==> config.mk <==
export PLATFORM = sky130hd
export DESIGN_NAME = pcad_top
export DESIGN_NICKNAME = d
export VERILOG_FILES = /design/src/pcad_pkg.sv /design/src/pcad_pin.sv /design/src/pcad_top.sv
export SDC_FILE = /design/constraint.sdc
export NUM_CORES = 1
export LEC_CHECK = 0
export BUFFER_PORTS_ARGS = -buffer_cell sky130_fd_sc_hd__buf_2
export CAP_MARGIN = 10
export CORE_MARGIN = 5
export CORE_UTILIZATION = 55
export DETAILED_ROUTE_END_ITERATION = 10
export GPL_TIMING_DRIVEN = 0
export PLACE_DENSITY = 0.91
export SLEW_MARGIN = 20
export SYNTH_ARGS = -nofsm -noshare
export SYNTH_HDL_FRONTEND = slang
export SYNTH_HIERARCHICAL = 1
export SYNTH_SLANG_ARGS = --single-unit
==> constraint.sdc <==
create_clock -name SYS_CLK -period 9.9 [get_ports SYS_CLK]
set_input_delay 1.98 -clock SYS_CLK [delete_from_list [all_inputs] [get_ports SYS_CLK]]
set_output_delay 1.98 -clock SYS_CLK [all_outputs]
set_load 0.01 [all_outputs]
==> src/pcad_pkg.sv <==
package pcad_pkg;
  // Register word offsets (word addresses, Avalon word addressing by index)
  localparam logic [3:0] PCAD_IDX_P0_LATCH = 4'h0;
  localparam logic [3:0] PCAD_IDX_P1_LATCH = 4'h1;
  localparam logic [3:0] PCAD_IDX_P2_LATCH = 4'h2;
  localparam logic [3:0] PCAD_IDX_P3_LATCH = 4'h3;
  localparam logic [3:0] PCAD_IDX_P0_MODE_A = 4'h4;
  localparam logic [3:0] PCAD_IDX_P0_MODE_B = 4'h5;
  localparam logic [3:0] PCAD_IDX_P1_MODE_A = 4'h6;
  localparam logic [3:0] PCAD_IDX_P1_MODE_B = 4'h7;
  localparam logic [3:0] PCAD_IDX_P2_MODE_A = 4'h8;
  localparam logic [3:0] PCAD_IDX_P2_MODE_B = 4'h9;
  localparam logic [3:0] PCAD_IDX_P3_MODE_A = 4'hA;
  localparam logic [3:0] PCAD_IDX_P3_MODE_B = 4'hB;
  localparam logic [3:0] PCAD_IDX_ANALOG_DIS = 4'hC;
  localparam logic [3:0] PCAD_IDX_P0_PINS = 4'hD;
  localparam logic [3:0] PCAD_IDX_P1_PINS = 4'hE;
  localparam logic [3:0] PCAD_IDX_P2_PINS = 4'hF;
  localparam logic [3:0] PCAD_IDX_P3_PINS = 4'h0;
  localparam logic [4:0] PCAD_IDX_P3_PINS_FULL = 5'h10;
  // Reset values
  localparam logic [7:0] PCAD_RST_LATCH = 8'hFF;
  localparam logic [7:0] PCAD_RST_MODE_A = 8'hFF;
  localparam logic [7:0] PCAD_RST_MODE_B = 8'h00;
  localparam logic [7:0] PCAD_RST_ANALOG_DIS = 8'h00;
  // Writable analog-disable bits: port 0 pins one to five
  localparam logic [7:0] PCAD_ANALOG_DIS_MASK = 8'h3E;
  // Restricted pins (flat index = port*8 + pin)
  localparam int PCAD_RESET_SHARED_PIN = 13;
  localparam int PCAD_I2C_CLOCK_SHARED_PIN = 10;
  localparam int PCAD_I2C_DATA_SHARED_PIN = 11;
  localparam int PCAD_NUM_PINS = 26;
  // Strong pull-up pulse after a 0->1 latch change
  localparam int PCAD_STRONG_PULSE_CLKS = 2;
  localparam logic [1:0] PCAD_STRONG_CNT_INIT = 2'h2;
  // Glitch filter length in cycles
  localparam logic [1:0] PCAD_GLITCH_CLKS = 2'h2;

  typedef enum logic [1:0]
  {
    PCAD_MODE_QUASI = 2'b00,
    PCAD_MODE_PUSH_PULL = 2'b01,
    PCAD_MODE_INPUT_ONLY = 2'b10,
    PCAD_MODE_OPEN_DRAIN = 2'b11
  } pcad_mode_t;
endpackage

==> src/pcad_pin.sv <==
module pcad_pin
  import pcad_pkg::*;
(
  // Clock and reset
  input wire logic clk,
  input wire logic rst_n,
  // Configuration
  input wire logic latch,
  input wire pcad_mode_t mode,
  input wire logic restrict_in_only,
  input wire logic restrict_i2c,
  input wire logic analog_dis,
  // Pin
  input wire logic pin_in,
  output logic pull_down,
  output logic pull_strong,
  output logic pull_weak,
  output logic pull_very_weak,
  // Filtered input
  output logic sensed
);
  logic sync1_reg, sync1_next;
  logic sync2_reg, sync2_next;
  logic filt_reg, filt_next;
  logic [1:0] gcnt_reg, gcnt_next;
  logic latch_q_reg, latch_q_next;
  logic [1:0] strong_reg, strong_next;
  pcad_mode_t eff_mode;

  always_comb
  begin
    eff_mode = mode;
    if (restrict_in_only)
    begin
      eff_mode = PCAD_MODE_INPUT_ONLY;
    end
    else if (restrict_i2c && !mode[1])
    begin
      eff_mode = PCAD_MODE_INPUT_ONLY;
    end
  end

  always_comb
  begin
    sync1_next = pin_in;
    sync2_next = sync1_reg;
    filt_next = filt_reg;
    gcnt_next = 2'h0;
    if (sync2_reg != filt_reg)
    begin
      gcnt_next = gcnt_reg + 2'h1;
      if (gcnt_reg == PCAD_GLITCH_CLKS - 2'h1)
      begin
        filt_next = sync2_reg;
        gcnt_next = 2'h0;
      end
    end
    latch_q_next = latch;
    strong_next = (strong_reg != 2'h0) ? strong_reg - 2'h1 : 2'h0;
    if (latch && !latch_q_reg)
    begin
      strong_next = PCAD_STRONG_CNT_INIT;
    end
  end

  always_ff @(posedge clk or negedge rst_n)
  begin
    if (!rst_n)
    begin
      sync1_reg <= 1'b0;
      sync2_reg <= 1'b0;
      filt_reg <= 1'b0;
      gcnt_reg <= 2'h0;
      latch_q_reg <= 1'b1;
      strong_reg <= 2'h0;
    end
    else
    begin
      sync1_reg <= sync1_next;
      sync2_reg <= sync2_next;
      filt_reg <= filt_next;
      gcnt_reg <= gcnt_next;
      latch_q_reg <= latch_q_next;
      strong_reg <= strong_next;
    end
  end

  always_comb
  begin
    pull_down = 1'b0;
    pull_strong = 1'b0;
    pull_weak = 1'b0;
    pull_very_weak = 1'b0;
    case (eff_mode)
      PCAD_MODE_QUASI:
      begin
        pull_down = !latch;
        pull_strong = latch && (strong_reg != 2'h0);
        pull_weak = latch && filt_reg;
        pull_very_weak = latch;
      end
      PCAD_MODE_PUSH_PULL:
      begin
        pull_down = !latch;
        pull_strong = latch;
      end
      PCAD_MODE_OPEN_DRAIN:
      begin
        pull_down = !latch;
      end
      PCAD_MODE_INPUT_ONLY:
      begin
        pull_down = 1'b0;
      end
      default:
      begin
        pull_down = 1'b0;
      end
    endcase
    sensed = analog_dis ? 1'b0 : filt_reg;
  end
endmodule

==> src/pcad_top.sv <==
// Function
// - A push-pull pin drives its strong pull-up continuously while its latch is one.
// - Quasi, push-pull and open-drain pins pull low whenever the latch is zero.
// - Pin inputs pass a glitch-suppressing filter before logic uses them.
// - The analog disable register holds bits one to five for port 0 pins one to five.
// - A set analog disable bit switches off that port 0 pin's digital input.
// - Port reads return zero for every pin whose digital input is disabled.
// - Any reset clears the analog disable bits so digital inputs are enabled.
// - After power-up every pin is input-only and high impedance.
// - The reset-shared pin stays input-only whatever its mode bits say.
// - The I2C-shared pins allow only input-only and open drain, never a pull-up.
// - Mode bits (a,b) select 00 quasi, 01 push-pull, 10 input-only, 11 open drain.
// - In quasi mode a latch change from zero to one enables the strong pull-up for two clocks.
// - Quasi weak pull-up needs latch and pin high; very weak pull-up follows the latch.
// - Open drain turns off all pull-ups and pulls low only for a zero latch.
//
// Register access over Avalon-MM and the address map were left to the implementer.
module pcad_top
  import pcad_pkg::*;
(
  // Clock and reset
  input wire logic SYS_CLK,
  input wire logic RST_N,
  // Avalon-MM slave, word address
  input wire logic [4:0] AVS_ADDRESS,
  input wire logic AVS_READ,
  input wire logic AVS_WRITE,
  input wire logic [31:0] AVS_WRITEDATA,
  input wire logic [3:0] AVS_BYTEENABLE,
  output logic [31:0] AVS_READDATA,
  output logic AVS_WAITREQUEST,
  // Pins, flat index port*8+pin, 26 pins
  input wire logic [25:0] PIN_IN,
  output logic [25:0] PIN_PULL_DOWN,
  output logic [25:0] PIN_PULL_STRONG,
  output logic [25:0] PIN_PULL_WEAK,
  output logic [25:0] PIN_PULL_VERY_WEAK,
  // Pin enables for output, low while driving
  output logic [25:0] PIN_OE_N
);
  logic rst_s1_reg, rst_s2_reg;
  logic rst_n_int;
  logic [25:0] latch_reg, latch_next;
  logic [25:0] mode_a_reg, mode_a_next;
  logic [25:0] mode_b_reg, mode_b_next;
  logic [7:0] analog_dis_reg, analog_dis_next;
  logic [31:0] rdata_reg, rdata_next;
  logic ack_reg, ack_next;
  logic [25:0] sensed;
  logic [25:0] pd, ps, pw, pvw;
  logic wr_en;
  logic [7:0] wbyte;

  // Reset release through two flip-flops
  always_ff @(posedge SYS_CLK or negedge RST_N)
  begin
    if (!RST_N)
    begin
      rst_s1_reg <= 1'b0;
      rst_s2_reg <= 1'b0;
    end
    else
    begin
      rst_s1_reg <= 1'b1;
      rst_s2_reg <= rst_s1_reg;
    end
  end
  assign rst_n_int = rst_s2_reg;

  // One wait cycle, then answer
  assign AVS_WAITREQUEST = (AVS_READ || AVS_WRITE) && !ack_reg;
  assign wr_en = AVS_WRITE && !ack_reg && AVS_BYTEENABLE[0];
  assign wbyte = AVS_WRITEDATA[7:0];

  function automatic logic [7:0] byte_of(input logic [25:0] v,
                                         input int port);
    logic [7:0] r;
    r = 8'h00;
    if (port == 3)
    begin
      r = {6'h00, v[25:24]};
    end
    else
    begin
      r = v[port*8 +: 8];
    end
    return r;
  endfunction

  always_comb
  begin
    latch_next = latch_reg;
    mode_a_next = mode_a_reg;
    mode_b_next = mode_b_reg;
    analog_dis_next = analog_dis_reg;
    if (wr_en)
    begin
      case (AVS_ADDRESS)
        {1'b0, PCAD_IDX_P0_LATCH}: latch_next[7:0] = wbyte;
        {1'b0, PCAD_IDX_P1_LATCH}: latch_next[15:8] = wbyte;
        {1'b0, PCAD_IDX_P2_LATCH}: latch_next[23:16] = wbyte;
        {1'b0, PCAD_IDX_P3_LATCH}: latch_next[25:24] = wbyte[1:0];
        {1'b0, PCAD_IDX_P0_MODE_A}: mode_a_next[7:0] = wbyte;
        {1'b0, PCAD_IDX_P0_MODE_B}: mode_b_next[7:0] = wbyte;
        {1'b0, PCAD_IDX_P1_MODE_A}: mode_a_next[15:8] = wbyte;
        {1'b0, PCAD_IDX_P1_MODE_B}: mode_b_next[15:8] = wbyte;
        {1'b0, PCAD_IDX_P2_MODE_A}: mode_a_next[23:16] = wbyte;
        {1'b0, PCAD_IDX_P2_MODE_B}: mode_b_next[23:16] = wbyte;
        {1'b0, PCAD_IDX_P3_MODE_A}: mode_a_next[25:24] = wbyte[1:0];
        {1'b0, PCAD_IDX_P3_MODE_B}: mode_b_next[25:24] = wbyte[1:0];
        {1'b0, PCAD_IDX_ANALOG_DIS}:
          analog_dis_next = wbyte & PCAD_ANALOG_DIS_MASK;
        default: latch_next = latch_reg;
      endcase
    end
  end

  always_comb
  begin
    rdata_next = 32'h0000_0000;
    ack_next = (AVS_READ || AVS_WRITE) && !ack_reg;
    case (AVS_ADDRESS)
      {1'b0, PCAD_IDX_P0_LATCH}: rdata_next[7:0] = byte_of(latch_reg, 0);
      {1'b0, PCAD_IDX_P1_LATCH}: rdata_next[7:0] = byte_of(latch_reg, 1);
      {1'b0, PCAD_IDX_P2_LATCH}: rdata_next[7:0] = byte_of(latch_reg, 2);
      {1'b0, PCAD_IDX_P3_LATCH}: rdata_next[7:0] = byte_of(latch_reg, 3);
      {1'b0, PCAD_IDX_P0_MODE_A}: rdata_next[7:0] = byte_of(mode_a_reg, 0);
      {1'b0, PCAD_IDX_P0_MODE_B}: rdata_next[7:0] = byte_of(mode_b_reg, 0);
      {1'b0, PCAD_IDX_P1_MODE_A}: rdata_next[7:0] = byte_of(mode_a_reg, 1);
      {1'b0, PCAD_IDX_P1_MODE_B}: rdata_next[7:0] = byte_of(mode_b_reg, 1);
      {1'b0, PCAD_IDX_P2_MODE_A}: rdata_next[7:0] = byte_of(mode_a_reg, 2);
      {1'b0, PCAD_IDX_P2_MODE_B}: rdata_next[7:0] = byte_of(mode_b_reg, 2);
      {1'b0, PCAD_IDX_P3_MODE_A}: rdata_next[7:0] = byte_of(mode_a_reg, 3);
      {1'b0, PCAD_IDX_P3_MODE_B}: rdata_next[7:0] = byte_of(mode_b_reg, 3);
      {1'b0, PCAD_IDX_ANALOG_DIS}: rdata_next[7:0] = analog_dis_reg;
      {1'b0, PCAD_IDX_P0_PINS}: rdata_next[7:0] = byte_of(sensed, 0);
      {1'b0, PCAD_IDX_P1_PINS}: rdata_next[7:0] = byte_of(sensed, 1);
      {1'b0, PCAD_IDX_P2_PINS}: rdata_next[7:0] = byte_of(sensed, 2);
      PCAD_IDX_P3_PINS_FULL: rdata_next[7:0] = byte_of(sensed, 3);
      default: rdata_next = 32'h0000_0000;
    endcase
  end

  always_ff @(posedge SYS_CLK or negedge rst_n_int)
  begin
    if (!rst_n_int)
    begin
      latch_reg <= {PCAD_RST_LATCH[1:0], {3{PCAD_RST_LATCH}}};
      mode_a_reg <= {PCAD_RST_MODE_A[1:0], {3{PCAD_RST_MODE_A}}};
      mode_b_reg <= {PCAD_RST_MODE_B[1:0], {3{PCAD_RST_MODE_B}}};
      analog_dis_reg <= PCAD_RST_ANALOG_DIS;
      rdata_reg <= 32'h0000_0000;
      ack_reg <= 1'b0;
    end
    else
    begin
      latch_reg <= latch_next;
      mode_a_reg <= mode_a_next;
      mode_b_reg <= mode_b_next;
      analog_dis_reg <= analog_dis_next;
      rdata_reg <= rdata_next;
      ack_reg <= ack_next;
    end
  end
  assign AVS_READDATA = rdata_reg;

  genvar gi;
  generate
    for (gi = 0; gi < PCAD_NUM_PINS; gi++)
    begin : g_pin
      pcad_pin u_pin (
        .clk(SYS_CLK),
        .rst_n(rst_n_int),
        .latch(latch_reg[gi]),
        .mode(pcad_mode_t'({mode_a_reg[gi], mode_b_reg[gi]})),
        .restrict_in_only(gi == PCAD_RESET_SHARED_PIN),
        .restrict_i2c(gi == PCAD_I2C_CLOCK_SHARED_PIN ||
                      gi == PCAD_I2C_DATA_SHARED_PIN),
        .analog_dis((gi < 8) ? analog_dis_reg[gi % 8] : 1'b0),
        .pin_in(PIN_IN[gi]),
        .pull_down(pd[gi]),
        .pull_strong(ps[gi]),
        .pull_weak(pw[gi]),
        .pull_very_weak(pvw[gi]),
        .sensed(sensed[gi])
      );
    end
  endgenerate

  assign PIN_PULL_DOWN = pd;
  assign PIN_PULL_STRONG = ps;
  assign PIN_PULL_WEAK = pw;
  assign PIN_PULL_VERY_WEAK = pvw;
  assign PIN_OE_N = ~(pd | ps);
endmodule

# Word-level counts from Yosys, hierarchy flattened
# Cells that the tools add are included.
# totals
reg_bits	299
output_inout_bits	163
word_cells	822
# op_classes
addsub	51
n_eq_ne	143
mux	210
bitwise_logic	2
n_reduce_logical	245
# op_table
cell	n
2-bit 2-to-1 mux	102
8-bit case mux with 17 select lines	1
2-bit by 1-bit equality test with 1-bit output (second input constant)	51
2-bit equality test (second input constant)	50
1-bit case mux with 2 select lines	50
1-bit logical AND	78
2-bit AND reduction	39
3-bit OR reduction	25
1-bit 2-to-1 mux	57
2-bit by 1-bit adder with 2-bit output (second input constant)	26
1-bit zero test	51
2-bit zero test	25
2-bit nonzero test	25
2-bit by 1-bit subtractor with 2-bit output (second input constant)	25
5-bit by 4-bit equality test with 1-bit output (second input constant)	8
1-bit != test	26
26-bit inverter	1
26-bit bitwise OR	1
5-bit by 3-bit equality test with 1-bit output (second input constant)	4
5-bit by 2-bit equality test with 1-bit output (second input constant)	2
5-bit by 1-bit equality test with 1-bit output (second input constant)	1
5-bit equality test (second input constant)	1
5-bit zero test	1
1-bit logical OR	1

# Logic depth before layout (Yosys ltp)
# depth
ltp_word	6
mapped_depth	7

# Modules after synthesis
# Netlist, hierarchy kept.
# modules_own_cells
module	n_inst	cells_each	area_each_um2	seq_area_each_um2
pcad_pin	26	25	322.8	201.4
pcad_top	1	414	4936.0	2417.3

# Least setup slack after synthesis
# Ideal clock, no wire load.
# synth_timing
path_kind	in2out
from	input port AVS_WRITE
to	output port AVS_WAITREQUEST
arrival_ns	2.189
required_time_ns	7.920
setup_slack_ns	5.731
stages	2
path_buffers	0
path_cell_list	nor2_1 -> nor2_1
# synth_via
elab_chain_cells	2
# synth_lines
element	line	rtl
start, declared	pcad_top.sv:27	input wire logic AVS_WRITE,
1-bit logical OR	pcad_top.sv:71	assign AVS_WAITREQUEST = (AVS_READ || AVS_WRITE) && !ack_reg;
1-bit logical AND	pcad_top.sv:71	
end, declared	pcad_top.sv:31	output logic AVS_WAITREQUEST,
# No other way between the ends.

# Worst setup path in the final report
# Ends and elaborated chain as after synthesis.

==> flow_metrics.py <==
metrics = {
    "status": {
        "status": "finished clean",
    },
    "yosys": {
        "ys.flop_type": "dfrtp_1",
        "syn_avg_cell_area_um2": 12.5,
        "async_flop_share_pct": 100,
        "synth_cells": 1064,
        "yosysWarnings": 6,
        "ys_seq_area_share_pct": 57.4,
        "synth_top_area_cell": "dfrtp_1",
        "yosysUniqueCellTypes": 55,
        "synthTopCellsByArea": "dfrtp_1, dfstp_2, mux2_2",
        "syn_area_um2": 13300,
        "synth_seq_cells": 302,
        "synth.top_cell.area_share_pct": 42.1,
        "synth_edf_count": 0,
    },
    "timing": {
        "fmax_mhz": 230,
        "drv_slew": 0,
        "setup_violations": 0,
        "rsz0062_at_grt": "false",
        "finalCritPeriodShare_pct": 43.9,
        "min_period_ns": 4.35,
        "hold_viol": 0,
        "worst_slew_pin_slew_ns": 1.13,
        "relSlewSlack_pct": 24.2,
        "finalHoldWorstSlack_ns": 0.252,
        "clock_skew_ns": 0.00935,
    },
    "final_layout": {
        "layout_common_cells": "dfrtp_1, buf_2, conb_1",
        "fillers": 1738,
        "final_nets": 1487,
        "layoutNonFillerInstCount": 1764,
        "drive_gt1_share_pct": 35.9,
        "ff_latch_area_um2": 7660,
        "antenna_cells": 0,
        "syn2layout_area_growth_pct": 22.5,
        "multi_input_area_um2": 5920,
        "layout_commonest_cell": "dfrtp_1",
    },
    "grt": {
        "grt_use_total_pct": 23.6,
        "antenna_found_initial": 5,
        "grt_pass1_wl_um": 53100,
        "grt_start_max_net_pins": 60,
        "grt_pass1_vias": 10200,
        "overflow": 0,
    },
    "hold_path": {
        "hold_class": "reg -> async",
    },
    "clock_tree": {
        "cts.hold.buffers_added": 0,
        "ctsRootBufferMaster": "clkbuf_16",
        "clk_pin_slew_worst_paths_ns": 0.06,
        "post_cts_buffers": 0,
        "cts-resized-gates": 0,
        "worstSkewPairLatency_ns": 0.55,
        "htreeDepth": 1,
        "cts.sinks": 302,
        "cts_tree": "built",
        "cts_buffer_depth": 3,
        "cts-buffers-inserted": 31,
    },
    "power_and_ir_drop": {
        "seq_power_share_pct": 48.8,
        "p_int_w": 0.00247,
        "sw_frac_of_total_pct": 27.3,
        "finalPower_w": 0.00340,
        "clkPwrFrac_pct": 35.1,
        "power.leakage_nw": 7.80,
        "comb_power_share_pct": 16.2,
        "power_density_nw_per_um2": 208,
        "ir_drop_v": 0.000119,
        "switchingPower_w": 0.000927,
    },
    "detailed_routing": {
        "drc": 0,
        "drt_iter0_markers": 824,
        "wl_per_cell_um": 18.6,
        "drtPass1Iterations": 7,
        "vias": 9651,
        "vias_per_cell": 5.47,
        "drt-total-wl_um": 32900,
        "ant_nets": 0,
    },
    "critical_path": {
        "cpMaxStageDelayCell": "buf_2",
        "critical_path_class": "in -> out",
        "cp.arrival_ns": 2.37,
        "cp-start-kind": "primary input",
        "crit_path_cell_trace": "buf_2 -> nor2_1 -> nor2_1 -> buf_2",
        "cp_max_fo": 3,
        "critPathCaptureType": "primary output",
        "critical_path.max_stage_delay_ns": 0.14,
        "required_ns": 7.92,
        "crit_family": "buffers and inverters",
        "crit_buf_inv": 2,
    },
    "placement": {
        "gp_congestion": 0.941,
        "dp.cells": 1707,
        "dp_hpwl_um": 23600,
        "port-buffer-count": 166,
    },
    "floorplan": {
        "rows": 57,
        "num_io_pins": 234,
        "die_width_um": 166,
        "fp.dieH_um": 166,
        "dieArea_um2": 27400,
        "core_um2": 24100,
        "initial_core_util_pct": 55.3,
    },
    "job": {
        "max_cap_viol_count": 0,
    },
}
## power groups by stage
stage | Sequential, W | Clock, W | Combinational (W)
final | 0.00166 | 0.00119 | 0.000549
after floorplan | 0.00161 | 0 | 0.000406
after global placement | 0.00167 | 0 | 0.000483
after global routing | 0.00168 | 0.00126 | 0.000604
after detailed placement | 0.00167 | 0 | 0.000544
after CTS | 0.00166 | 0.00121 | 0.000549
## path summary, 6_finish.rpt
| path | startpoint | endpoint | slack [ns] | cells after the start |
|---|---|---|---|---|
| setup / recovery | AVS_WRITE | AVS_WAITREQUEST | 5.55 | 4 |
| max in group asynchronous | RST_N | rst_n_int$_DFF_PN0_ | 8.59 | 1 |
| hold reg to reg | rst_n_int$_DFF_PN0_ | g_pin[9].u_pin/sync2_reg$_DFF_PN0_ | 0.25 | 0 |
| hold / removal | rst_n_int$_DFF_PN0_ | g_pin[9].u_pin/sync2_reg$_DFF_PN0_ | 0.25 | 0 |
| min in group SYS_CLK | g_pin[20].u_pin/sync1_reg$_DFF_PN0_ | g_pin[20].u_pin/sync2_reg$_DFF_PN0_ | 0.34 | 0 |
| setup reg to reg | ack_reg$_DFF_PN0_ | analog_dis_reg[5]$_DFFE_PN0P_ | 7.60 | 3 |
## metrics by stage
stage	cell area, um2	setup slack, ns	util [%]	setup TNS (ns)
2_1_floorplan	13900	0.996	-	0
3_3_place_gp	15100	-1.79	62.7	-392.15
3_5_place_dp	15300	5.54	63.3	0
4_1_cts	16300	5.55	67.7	0
5_1_grt	16300	5.52	67.7	0
6_report	16300	5.55	67.7	0
## layout make-up
type                            instances  area share [%]
Multi-Input combinational cell        855            36.2
Sequential cell                       302            46.9
Clock buffer                           46            5.71
Inverter                                5           0.115
Tap cell                              324            2.48
Clock inverter                         11           0.812
Buffer                                 50            1.79
Timing Repair Buffer                  171            5.93
## worst reg2reg max path: cells and delay by family (launching register included)
kind / cells / cell delay [ns]
mux: 1 / 0.43
flops: 1 / 0.39
simple gates: 2 / 1.37
## Yosys cell counts, types with 23 or more instances
master	n
dfrtp_1	224
mux2_2	115
nor2_1	115
dfstp_2	78
nor3b_1	58
nor2b_1	56
nand2_1	33
nor3_1	31
nand2b_1	29
nor3b_2	27
a211oi_1	26
a21o_1	26
or2_1	26
or4b_4	26
xnor2_1	26
buf_4	25
mux2i_1	23
## routing by layer
layer | up-vias | global-route usage [%] | share of wire, % | wire length (um)
met3 | 131 | 5.48 | 8.1 | 2670
met4 | 10 | 8.75 | 4.0 | 1300
li1 | 4299 | - | - | -
met5 | - | 0 | 0.13 | 43
met2 | 423 | 40.5 | 50 | 16300
met1 | 4788 | 29.3 | 38 | 12600
## cell families (layout without fill, tap and decap cells)
group | after synthesis | in the layout | synth area share (%)
buffers and inverters | 55 | 283 | 2.34
AO/OA/AOI/OAI | 95 | 95 | 5.39
flip-flops | 302 | 302 | 57.4
XOR/XNOR | 26 | 26 | 1.71
multiplexers | 140 | 140 | 11.7
AND/OR/NAND/NOR | 444 | 444 | 21.4
other | 2 | 150 | 0.0563
Note: power is estimated with default switching activity, not from simulation.
